`src/common/bwm_pkg.sv`:
```
package bwm_pkg;

    // address space sizes
    localparam int          PHYS_REAL_BITS  = 20;
    localparam int          PHYS_PROT_BITS  = 24;
    localparam int          VIRT_PROT_BITS  = 30;
    localparam logic [24:0] PHYS_REAL_SIZE  = 25'h0100000;
    localparam logic [24:0] PHYS_PROT_SIZE  = 25'h1000000;
    localparam logic [16:0] SEG_MAX_LEN     = 17'h10000;
    localparam logic [16:0] STR_MAX_LEN     = 17'h10000;
    localparam logic [13:0] SEG_COUNT_MAX   = 14'h3FFF;

    // byte and word layout
    localparam int          BYTE_MSB        = 7;
    localparam int          WORD_MSB        = 15;
    localparam int          LOW_BYTE_POS    = 0;
    localparam int          HIGH_BYTE_POS   = 8;
    localparam logic [3:0]  BCD_DIGIT_MAX   = 4'h9;

    // reset values
    localparam logic [15:0] RST_DATA        = 16'h0000;
    localparam logic [23:0] RST_ADDR        = 24'h000000;

    typedef enum logic [1:0] {
        BWM_OP_BYTE,
        BWM_OP_WORD,
        BWM_OP_FETCH
    } bwm_op_type;

    typedef enum logic [2:0] {
        BWM_DT_ORDINAL,
        BWM_DT_INTEGER,
        BWM_DT_UNPACKED_BCD,
        BWM_DT_PACKED_BCD,
        BWM_DT_POINTER_OFS,
        BWM_DT_POINTER_SEL
    } bwm_dtype_type;

    // request from the execution unit
    typedef struct packed {
        logic          write;
        bwm_op_type    op;
        bwm_dtype_type dtype;
        logic          mapped;
        logic [29:0]   addr;
        logic [15:0]   wdata;
    } bwm_req_type;

    // one aligned word cycle on the memory interface
    typedef struct packed {
        logic          write;
        logic [22:0]   word_addr;
        logic [1:0]    byte_en;
        logic [15:0]   wdata;
    } bwm_mem_type;

    // completed answer back to the execution unit
    typedef struct packed {
        logic [15:0]   rdata;
        logic          negative;
        logic          bcd_valid;
        logic          range_err;
        logic [31:0]   pointer;
    } bwm_rsp_type;

endpackage

```
`src/rtl/bwm_access.sv`:
```
`timescale 1ns/1ps
module bwm_access (
    // clock and reset
    input  wire logic                 ref_clk,
    input  wire logic                 rst,
    // execution unit request
    input  wire logic                 req_valid,
    output logic                      req_ready,
    input  wire bwm_pkg::bwm_req_type req,
    input  wire logic [23:0]          xlat_base,
    input  wire logic [16:0]          seg_limit,
    input  wire logic [16:0]          str_len,
    // execution unit answer
    output logic                      rsp_valid,
    output bwm_pkg::bwm_rsp_type      rsp,
    // memory interface
    output logic                      mem_valid,
    input  wire logic                 mem_ready,
    output bwm_pkg::bwm_mem_type      mem,
    input  wire logic                 mem_rvalid,
    input  wire logic [15:0]          mem_rdata
);

    typedef enum logic [2:0] {
        BWM_IDLE,
        BWM_FIRST,
        BWM_FIRST_WAIT,
        BWM_SECOND,
        BWM_SECOND_WAIT,
        BWM_DONE
    } bwm_state_type;

    bwm_state_type          state;
    bwm_state_type          next_state;
    bwm_pkg::bwm_req_type   cur;
    bwm_pkg::bwm_req_type   next_cur;
    logic [23:0]            phys;
    logic [23:0]            next_phys;
    logic [15:0]            data;
    logic [15:0]            next_data;
    logic [15:0]            sel;
    logic [15:0]            next_sel;
    logic                   err;
    logic                   next_err;
    logic                   split;
    logic [23:0]            phys_calc;
    logic                   oob;
    logic [7:0]             lane_byte;
    logic                   pend;
    logic                   next_pend;
    logic                   done_o;
    logic                   next_done_o;

    // address formation: unmapped passes the low 20 bits straight through, mapped adds
    // the segment base; translation itself lives outside, only its base arrives here
    always_comb begin
        phys_calc = bwm_pkg::RST_ADDR;
        if (req.mapped) begin
            phys_calc = xlat_base + {8'h00, req.addr[15:0]};
        end else begin
            phys_calc = {4'h0, req.addr[19:0]};
        end
    end

    // offset past the segment end, or a string length of zero or above STR_MAX_LEN, is flagged, not faulted on
    // alignment; a word needs both bytes inside the limit
    always_comb begin
        oob = 1'b0;
        if (req.mapped) begin
            oob = ({1'b0, req.addr[15:0]} + ((req.op == bwm_pkg::BWM_OP_WORD) ? 17'h00001 : 17'h00000))
                  >= seg_limit;
        end
        if (str_len == 17'h00000 || str_len > bwm_pkg::STR_MAX_LEN) begin
            oob = 1'b1;
        end
        // every 14-bit selector names a supported segment, so this stays quiet for legal requests
        if (req.mapped && req.addr[29:16] > bwm_pkg::SEG_COUNT_MAX) begin
            oob = 1'b1;
        end
    end

    // a word starting on an odd byte needs two aligned cycles; fetches never split
    // because the prefetch queue absorbs byte alignment
    assign split = (cur.op == bwm_pkg::BWM_OP_WORD) && phys[0];

    // pick the addressed lane of an aligned word: even address is bits 7:0
    assign lane_byte = phys[0] ? mem_rdata[15:8] : mem_rdata[7:0];

    // sequencing of aligned memory cycles
    always_comb begin
        next_state  = state;
        next_cur    = cur;
        next_phys   = phys;
        next_data   = data;
        next_sel    = sel;
        next_err    = err;
        next_pend   = pend;
        next_done_o = 1'b0;
        unique case (state)
            BWM_IDLE: begin
                if (req_valid) begin
                    next_cur   = req;
                    next_phys  = phys_calc;
                    next_err   = oob;
                    next_data  = bwm_pkg::RST_DATA;
                    if (req.dtype == bwm_pkg::BWM_DT_POINTER_SEL) begin
                        next_sel = req.wdata; // selector half of a pointer held here
                    end
                    next_state = BWM_FIRST;
                end
            end
            BWM_FIRST: begin
                if (mem_ready) begin
                    next_state = cur.write ? (split ? BWM_SECOND : BWM_DONE) : BWM_FIRST_WAIT;
                end
            end
            BWM_FIRST_WAIT: begin
                if (mem_rvalid) begin
                    if (cur.op == bwm_pkg::BWM_OP_BYTE) begin
                        next_data  = {8'h00, lane_byte};
                        next_state = BWM_DONE;
                    end else if (split) begin
                        next_data  = {8'h00, mem_rdata[15:8]};
                        next_state = BWM_SECOND;
                    end else begin
                        next_data  = mem_rdata;
                        next_state = BWM_DONE;
                    end
                end
            end
            BWM_SECOND: begin
                if (mem_ready) begin
                    next_state = cur.write ? BWM_DONE : BWM_SECOND_WAIT;
                end
            end
            BWM_SECOND_WAIT: begin
                if (mem_rvalid) begin
                    next_data  = {mem_rdata[7:0], data[7:0]};
                    next_state = BWM_DONE;
                end
            end
            BWM_DONE: begin
                next_done_o = 1'b1;
                next_state  = BWM_IDLE;
            end
        endcase
        next_pend = (next_state == BWM_FIRST) || (next_state == BWM_SECOND);
    end

    always_ff @(posedge ref_clk) begin
        if (rst) begin
            state  <= BWM_IDLE;
            cur    <= '0;
            phys   <= bwm_pkg::RST_ADDR;
            data   <= bwm_pkg::RST_DATA;
            sel    <= bwm_pkg::RST_DATA;
            err    <= 1'b0;
            pend   <= 1'b0;
            done_o <= 1'b0;
        end else begin
            state  <= next_state;
            cur    <= next_cur;
            phys   <= next_phys;
            data   <= next_data;
            sel    <= next_sel;
            err    <= next_err;
            pend   <= next_pend;
            done_o <= next_done_o;
        end
    end

    // memory cycle: word address drops bit 0 so every transfer is aligned; the second
    // half of a split goes to the next word with only its low lane enabled
    always_comb begin
        mem           = '0;
        mem.write     = cur.write;
        mem.word_addr = phys[23:1];
        if (state == BWM_SECOND) begin
            mem.word_addr = phys[23:1] + 23'h000001;
            mem.byte_en   = 2'b01;
            mem.wdata     = {8'h00, cur.wdata[15:8]}; // high byte at higher address
        end else if (cur.op == bwm_pkg::BWM_OP_BYTE || split) begin
            mem.byte_en   = phys[0] ? 2'b10 : 2'b01;
            mem.wdata     = phys[0] ? {cur.wdata[7:0], 8'h00} : {8'h00, cur.wdata[7:0]};
        end else begin
            mem.byte_en   = 2'b11;
            mem.wdata     = cur.wdata; // low byte at the word address
        end
    end

    assign mem_valid = pend;
    assign req_ready = (state == BWM_IDLE);
    assign rsp_valid = done_o;

    // operand interpretation of the assembled value
    always_comb begin
        rsp           = '0;
        rsp.rdata     = data;
        rsp.range_err = err;
        rsp.pointer   = {sel, data}; // selector in 31:16, offset in 15:0
        unique case (cur.dtype)
            bwm_pkg::BWM_DT_INTEGER: begin
                rsp.negative = (cur.op == bwm_pkg::BWM_OP_BYTE) ? data[bwm_pkg::BYTE_MSB]
                                                                : data[bwm_pkg::WORD_MSB];
            end
            bwm_pkg::BWM_DT_UNPACKED_BCD: begin
                rsp.bcd_valid = (data[3:0] <= bwm_pkg::BCD_DIGIT_MAX);
            end
            bwm_pkg::BWM_DT_PACKED_BCD: begin
                rsp.bcd_valid = (data[3:0] <= bwm_pkg::BCD_DIGIT_MAX)
                              && (data[7:4] <= bwm_pkg::BCD_DIGIT_MAX);
            end
            default: begin
                rsp.negative = 1'b0; // ordinals and pointers are unsigned
            end
        endcase
    end

endmodule

```
`config.mk`:
```
export PLATFORM = sky130hd
export DESIGN_NAME = bwm_access
export DESIGN_NICKNAME = d
export VERILOG_FILES = /design/src/common/bwm_pkg.sv /design/src/rtl/bwm_access.sv
export SDC_FILE = /design/constraint.sdc
export NUM_CORES = 1
export LEC_CHECK = 0
export BUFFER_PORTS_ARGS = -buffer_cell sky130_fd_sc_hd__buf_2
export CORE_MARGIN = 3
export CORE_UTILIZATION = 54
export CTS_CLUSTER_SIZE = 14
export DETAILED_ROUTE_END_ITERATION = 10
export PLACE_DENSITY = 0.87
export SETUP_SLACK_MARGIN = 0.15
export SYNTH_ARGS = -nofsm -noshare
export SYNTH_HDL_FRONTEND = slang
export SYNTH_SLANG_ARGS = --single-unit
```
`constraint.sdc`:
```
create_clock -name ref_clk -period 7.85 [get_ports ref_clk]
set_input_delay 0.785 -clock ref_clk [delete_from_list [all_inputs] [get_ports ref_clk]]
set_output_delay 0.785 -clock ref_clk [all_outputs]
set_load 0.02 [all_outputs]
```
### After elaboration in Yosys (flattened, before gate mapping)

Index checks and enable logic that the tools add are counted.

* memories: 0
* register bits after elaboration: 84
* bits in read-only memories: 0
* bits in writable memories: 0
* latch bits: 0

* eq/ne operators: 16
* shift-type cells: 0
* add/subtract/negate cells: 3
* reduce and logical (&&, ||, !) cells: 15
* $lt $le $gt $ge: 5
* multipliers: 0
* divide/modulo/power cells: 0
* bitwise operators: 1
* mux-type cells: 31

Operators by type and width (number)
* 2-to-1 mux 16 bit: 6
* one-hot mux 16 bit (3 select lines): 1
* 2-to-1 mux 18 bit: 2
* adder 24 x 16 -> 24 bit: 1
* 2-to-1 mux 24 bit: 1
* 2-to-1 mux 3 bit: 8
* adder 23 x 1 -> 23 bit (second input constant): 1
* 2-to-1 mux 23 bit: 1
* one-hot mux 3 bit (6 select lines): 1
* adder 16 x 1 -> 17 bit: 1
* greater-or-equal comparator 17 bit: 1
* > comparator 17 bit (second input constant): 1
* zero test 17 bit: 1
* == test 3 x 2 -> 1 bit (second input constant): 5
* > comparator 14 bit (second input constant): 1
* == test 3 x 1 -> 1 bit (second input constant): 3
* == test 3 bit (second input constant): 3
* <= comparator 4 bit (second input constant): 2
* 2-to-1 mux 1 bit: 8
* 2-to-1 mux 8 bit: 1
* AND reduction 4 bit: 2
* != test 2 bit (second input constant): 3
* == test 2 x 1 -> 1 bit (second input constant): 2
* logical AND 1 bit: 3
* other kinds (10): 12

### Depth between registers and ports, before layout

Gate-level depths: netlist (run 1).

* depth in word-level cells: 8
* mapped depth: 13

### Worst setup path before layout (run 1)

OpenSTA, ideal clock, no wires.

* kind: input to register
* from: input port req[50] (netlist name)
* to: register err
* slack: 4777 ps
* path buffers: 0
* required time: 7728 ps
* arrival time: 2951 ps
* stages on the path: 13
* path through: nor2b_1 ha_1 ha_1 nand2_1 nor2_1 nand3_1 xnor2_1 ha_1 a21o_1 a21o_1 a21oi_1 o221ai_1 o311a_1

* cells in the longest elaborated chain, start to end: 7

Ends and longest elaborated chain
* start, declared: RTL line bwm_access.sv:9 `input wire bwm_pkg::bwm_req_type req,`
* == test 2 x 1 -> 1 bit: RTL line bwm_access.sv:70 `oob = ({1'b0, req.addr[15:0]} + ((req.op == bwm_pkg::BWM_OP_WORD) ? 17'h00001 : 17'h00000))`
* 2-to-1 mux 1 bit: RTL line bwm_access.sv:70
* adder 16 x 1 -> 17 bit: RTL line bwm_access.sv:70
* greater-or-equal comparator 17 bit: RTL line bwm_access.sv:71 `>= seg_limit;`
* 2-to-1 mux 1 bit: RTL line bwm_access.sv:69 `if (req.mapped) begin`
* 2-to-1 mux 1 bit: RTL line bwm_access.sv:73 `if (str_len == 17'h00000 || str_len > bwm_pkg::STR_MAX_LEN) begin`
* 2-to-1 mux 1 bit: RTL line bwm_access.sv:77 `if (req.mapped && req.addr[29:16] > bwm_pkg::SEG_COUNT_MAX) begin`
* end signal, assigned: RTL line bwm_access.sv:166 `err <= next_err;`
* end, declared: RTL line bwm_access.sv:43 `logic err;`

Every way passes these cells.
A chain may end at the register's enable or synchronous reset.

==> results.ini, run 1 <==
[synth]
syn-cell-area_sq_um=6056
yosys_warnings=0
synthCells=823
synth.ff_latch_count=84
synthSimpleGateAreaFrac_pct=27.38
ys_types=70
synth-edff-count=0
synth_async_sr_flop_share_pct=0
synthMuxAreaShare_pct=2.851
syn_nets=993
synth_xor_area_share_pct=6.364
synth_compound_area_share_pct=21.03
synthAdderAreaFrac_pct=7.975
synth_top_family_by_area=simple AND/OR/NAND/NOR gates
seq_area_frac_synth_pct=27.77
synth_area_per_cell_sq_um=7.358
synth_ff_type=dfxtp_1

[setup_path]
slowest_delay_ps=860
cp_slowest_cell=nor2_2
regToRegSetupSlack_ps=5390
path_class=register to output port
cp_max_fo=32
rr_endpoint=sel[10]
arrival_ps=3590
critical_path.top_delay_family=simple AND/OR/NAND/NOR gates
critPathBufInv=1
worstPathRequired_ps=7070
rr_worst_depth=6
endpoint_kind=output port
startpoint_type=register
cp_cell_sequence=nand2_1, nor2_2, nand4_1, nor4_2, nand3_1, xnor2_1, buf_2
r2r-start=state[0]

[cells_and_area]
fin_nets=1162
final_cell_area_sq_um=7237
nFillCells=971
layout_common_cells=buf_2, nand2_1, dfxtp_1, a21oi_1, nor2_1
n_antenna_cell=0
area_growth_pct=19.50
drive_gt1_share_pct=25.20
final_common_cell=buf_2

[clock_network]
numCtsBuffers=9
cts_root_buf=clkbuf_8
htree_num_levels=3
holdBufCountCts=0
ctsResizeCount=0
clk_latency_ps=360
cts_tree=done
cts_sinks=84
post_cts_buffers=0
clock_path_buffers=2
clk_pin_slew_ps=80

[power]
vdd_ir_drop_max_v=0.0001431
power_density_nw_per_um2=174.2
p_leak_nw=3.414

[global_routing]
top_usage_layer=met2
grt_pass1_vias=5925
grt_use_met1_pct=34.49
track_usage_pct=26.85
grtUsageMet3_pct=5.054
antenna_found_initial=0
grt_pass1_wl_um=28040
grt_max_degree=73
met2_usage_pct=45.96
grt-ovfl-total=0

[die]
die_area_sq_um=12520
dieWidth_um=111.9
io_pins=228
row_count=38
core_sq_um=10890
start_util_pct=55.62
die_h_um=111.9

[sta]
setup_ws_ps=3472
worst_pin_slew_ps=1134
skew_ps=11.45
relSlewSlack_pct=24.15
timing.final.crit_share_pct=55.77
tns_ps=0
rsz0062_at_grt=false
hold_ws_ps=456.2
fmax_ghz=0.2284
hold_viol_final=0
min_period_ps=4378
setup_viol=0
finalMaxSlewViolations=0

[placement]
place_area_sq_um=7046
dp_slack_ps=3937
port_buffers=217
place_hpwl_um=13130
gp_congestion=0.8972

[routing]
routed_wl_um=17390
drt_iter0_markers=542
final_antenna_net_count=0
vias=6624
drc=0
first_pass_iters=5
avgRoutedWirePerCell_um=15.31
viasPerCell=5.831

[hold_path]
hold_path.class=register to register
min_to=sel[8]
hold_depth=2
hp-start=sel[8]

[run]
maxCapViolCount=0

[status]
status=complete, no violations

-- through the flow --
step / utilization [%] / instances / total power (W)
4_1_cts: 66.47 / 1136 / 0.001264
5_1_grt: 66.47 / 1136 / 0.001339
3_3_place_gp: 64.71 / 1121 / 0.0009476
6_report: 66.47 / 1136 / 0.001261
3_5_place_dp: 64.71 / 1121 / 0.0009555
2_1_floorplan: - / 823 / 0.0008177
-- registers in the layout, indices dropped and copies added, names as in the netlist --
| signal | count |
|---|---|
| state | 3 |
| data | 16 |
| cur | 21 |
| rsp_valid | 1 |
| mem | 1 |
| mem_valid | 1 |
| sel | 16 |
| phys | 24 |
| err | 1 |
-- layer usage --
metal  vias to the layer above  share of wire (%)
met2                       298                 48
met4                         0                2.0
li1                       3229                  -
met1                      3069                 42
met3                        28                7.8
met5                         -                  0
-- how the worst max path moves through the flow --
stage	depth (start not counted)	start	end	slack, ps
2_1_floorplan	13	req[50]	err	4780
3_3_place_gp	7	state[1]	mem[36]	4020
3_5_place_dp	7	state[1]	mem[38]	3940
4_1_cts	7	state[1]	mem[38]	3470
5_1_grt	7	state[1]	mem[38]	3140
6_report	7	state[1]	mem[38]	3470
-- worst min-delay path: stages, from the launching register on --
cell and delay (ps):
dfxtp_1 310, nand2_1 50, a21oi_1 50
-- Yosys cell counts, types with 2 or more instances --
library cell | count | area (sq um)
nand2_1 | 155 | 581.8
dfxtp_1 | 84 | 1682
a21oi_1 | 80 | 400.4
nor2_1 | 66 | 247.7
clkbuf_1 | 41 | 153.9
ha_1 | 37 | 462.9
o21ai_0 | 30 | 150.1
xnor2_1 | 30 | 262.8
nand3_1 | 28 | 140.1
inv_1 | 24 | 90.09
buf_4 | 18 | 135.1
and3_1 | 17 | 106.4
a211oi_1 | 16 | 120.1
a22oi_1 | 16 | 120.1
a31oi_1 | 15 | 93.84
mux2i_1 | 15 | 150.1
nand4_1 | 14 | 87.58
xor2_1 | 14 | 122.6
a21o_1 | 13 | 97.59
nor3_1 | 13 | 65.06
nand2b_1 | 6 | 37.54
nor2b_1 | 6 | 37.54
nor3b_1 | 6 | 45.04
nor4_1 | 5 | 31.28
o21ai_1 | 5 | 25.02
and2_1 | 4 | 25.02
nand3b_1 | 4 | 30.03
and4_1 | 3 | 26.28
o211ai_1 | 3 | 22.52
o21a_1 | 3 | 22.52
o22ai_1 | 3 | 18.77
or3_1 | 3 | 18.77
a311oi_1 | 2 | 17.52
a31o_1 | 2 | 17.52
a32oi_1 | 2 | 17.52
buf_1 | 2 | 7.510
nor4_2 | 2 | 25.02
nor4b_1 | 2 | 17.52
o2111ai_1 | 2 | 17.52
or2_2 | 2 | 12.51
-- report_power, final --
| part | switching, W | internal [W] |
|---|---|---|
| clock | 0.000156 | 0.000154 |
| sequential | 0.0000463 | 0.000468 |
| combinational | 0.000275 | 0.000163 |
| total | 0.000477 | 0.000784 |
-- cell families (layout without fill, tap and decap cells) --
logic type / after synthesis / count (layout)
AND/OR/NAND/NOR: 347 / 347
AO/OA/AOI/OAI: 206 / 206
buffers and inverters: 87 / 260
flip-flops: 84 / 84
XOR/XNOR: 44 / 44
adder cells (fa/ha/maj): 38 / 38
multiplexers: 17 / 17
-- final cells by class --
| class | count | area [sq um] | area share [%] |
|---|---|---|---|
| Timing Repair Buffer | 220 | 1109 | 15.32 |
| Tap cell | 140 | 175.2 | 2.420 |
| Inverter | 25 | 93.84 | 1.297 |
| Clock buffer | 11 | 141.4 | 1.954 |
| Multi-Input combinational cell | 652 | 3986 | 55.08 |
| Sequential cell | 84 | 1682 | 23.24 |
| Clock inverter | 4 | 50.05 | 0.6916 |
No activity file was read; power rests on OpenSTA's default activity.
==> run 2, diff against run 1 <==
--- a/config.mk
+++ b/config.mk
@@ -7,10 +7,10 @@
 export LEC_CHECK = 0
 export BUFFER_PORTS_ARGS = -buffer_cell sky130_fd_sc_hd__buf_2
 export CORE_MARGIN = 3
-export CORE_UTILIZATION = 54
+export CORE_UTILIZATION = 46
 export CTS_CLUSTER_SIZE = 14
 export DETAILED_ROUTE_END_ITERATION = 10
-export PLACE_DENSITY = 0.87
+export PLACE_DENSITY = 0.79
 export SETUP_SLACK_MARGIN = 0.15
 export SYNTH_ARGS = -nofsm -noshare
 export SYNTH_HDL_FRONTEND = slang
==> constraint.sdc (replaced) <==
create_clock -name ref_clk -period 4 [get_ports ref_clk]
set_input_delay 0.4 -clock ref_clk [delete_from_list [all_inputs] [get_ports ref_clk]]
set_output_delay 0.4 -clock ref_clk [all_outputs]
set_load 0.02 [all_outputs]
==> results.ini, run 2 (synthesis gave the netlist of run 1 again) <==
[status]
status=complete, no violations  ; unchanged

[clock_network]
clock_path_buffers=2  ; unchanged
ctsResizeCount=0  ; unchanged
cts_root_buf=clkbuf_16  ; was clkbuf_8
clk_latency_ps=340  ; was 360 ps
cts_tree=done  ; unchanged
holdBufCountCts=0  ; unchanged
post_cts_buffers=0  ; unchanged
cts_sinks=84  ; unchanged
clk_pin_slew_ps=60  ; was 80 ps
numCtsBuffers=9  ; unchanged
htree_num_levels=3  ; unchanged

[sta]
hold_viol_final=0  ; unchanged
min_period_ps=3108
worst_pin_slew_ps=1001  ; was 1134 ps
tns_ps=0  ; unchanged
skew_ps=10.04  ; was 11.45 ps
relSlewSlack_pct=32.91  ; was 24.15%
hold_ws_ps=303.3  ; was 456.2 ps
fmax_ghz=0.3218
setup_viol=0  ; unchanged
rsz0062_at_grt=false  ; unchanged
timing.final.crit_share_pct=77.70
finalMaxSlewViolations=0  ; unchanged

[global_routing]
track_usage_pct=23.13  ; was 26.85%
grt_max_degree=71  ; was 73
grt_pass1_vias=5804  ; was 5,925
grt-ovfl-total=0  ; unchanged
grt_pass1_wl_um=27830  ; was 28,040 um
antenna_found_initial=0  ; unchanged

[setup_path]
path_class=register to output port  ; unchanged
startpoint_type=register  ; unchanged
cp_slowest_cell=dfxtp_1  ; was nor2_2
rr_worst_depth=7  ; was 6
arrival_ps=2710  ; was 3590 ps
endpoint_kind=output port  ; unchanged
cp_cell_sequence=nand2_1, nor2_2, nand4_1, nor4_2, nand3_1, xnor2_1, buf_2  ; unchanged
worstPathRequired_ps=3600  ; was 7070 ps
slowest_delay_ps=670  ; was 860 ps
cp_max_fo=15  ; was 32

[power]
vdd_ir_drop_max_v=0.0001846  ; was 0.0001431 V
finalPower_w=0.002666  ; was 0.001261 W
p_leak_nw=3.473  ; was 3.414 nW
power_density_nw_per_um2=361.0  ; was 174.2 nW/um^2

[placement]
place_hpwl_um=13600  ; was 13,130 um
numPlacedInstances=1155  ; was 1,121
place_area_sq_um=7101  ; was 7046 sq um
gp_congestion=0.9272  ; was 0.8972
port_buffers=217  ; unchanged

[cells_and_area]
fin_cells=1171  ; was 1,136
fin_nets=1164  ; was 1,162
final_common_cell=buf_2  ; unchanged
largest-register=phys  ; unchanged
reg_top3=phys x24, cur x21  ; unchanged
largest_reg_flops=24  ; unchanged
n_antenna_cell=0  ; unchanged
layout_common_cells=buf_2, nand2_1, dfxtp_1, a21oi_1, nor2_1  ; unchanged
drive_gt1_share_pct=25.53  ; was 25.20%
final_cell_area_sq_um=7387  ; was 7237 sq um
area_growth_pct=21.98  ; was 19.50%

[routing]
vias=6506  ; was 6,624
avgRoutedWirePerCell_um=15.10  ; was 15.31 um
final_antenna_net_count=0  ; unchanged
viasPerCell=5.556  ; was 5.831
drc=0  ; unchanged
first_pass_iters=7  ; was 5
drt_iter0_markers=576  ; was 542
routed_wl_um=17680  ; was 17,390 um

[hold_path]
hold_path.class=primary input to register  ; was register to register
hold_depth=3  ; was 2

[run]
maxCapViolCount=0  ; unchanged

[die]
die_area_sq_um=14580  ; was 12,520 sq um
dieWidth_um=120.7  ; was 111.9 um
start_util_pct=47.60  ; was 55.62%
core_sq_um=12720  ; was 10,890 sq um
row_count=41  ; was 38
io_pins=228  ; unchanged
die_h_um=120.7  ; was 111.9 um

-- run 2: path summary, 6_finish.rpt --
check	start	to	slack (ps)
worst max-delay path	state[1]	mem[40]	890
worst min-delay path	req[52]	mem[41]	300
worst max register to register	state[0]	phys[20]	1470
worst min register to register	sel[15]	sel[15]	450
-- run 2: cell type report --
class / instances / area, sq um
fillers: 1244 / 5335
multi-input cells: 652 / 3986
flip-flops and latches: 84 / 1682
repair buffers: 222 / 1124
clock buffers: 10 / 239.0
well taps: 172 / 215.2
inverters: 25 / 93.84
clock inverters: 6 / 47.55
-- run 2: critical path, delay by kind of cell, from the launching register on --
family | cells | cell delay [ps]
buf+inv | 1 | 190
simple gates | 5 | 1340
flops | 1 | 670
xor+xnor | 1 | 170
-- run 2: routing by layer --
metal,GRT usage [%],wire (um),vias to the layer above
li1,-,-,3239
met4,4.533,213,0
met5,0,0,-
met3,5.285,1412,19
met2,39.19,8378,269
met1,30.30,7678,2979
-- run 2: power breakdown --
group | total, W | internal, W | switching [W]
Combinational | 0.000860 | 0.000321 | 0.000539
Clock | 0.000798 | 0.000442 | 0.000355
Sequential | 0.00101 | 0.000919 | 0.0000898
Total | 0.00267 | 0.00168 | 0.000984
-- run 2: stage by stage --
step	setup slack (ps)	utilization [%]
6_report	892.0	58.06
5_1_grt	628.1	58.06
4_1_cts	917.6	58.06
3_5_place_dp	648.7	55.81
3_3_place_gp	813.7	55.81
2_1_floorplan	1312	-
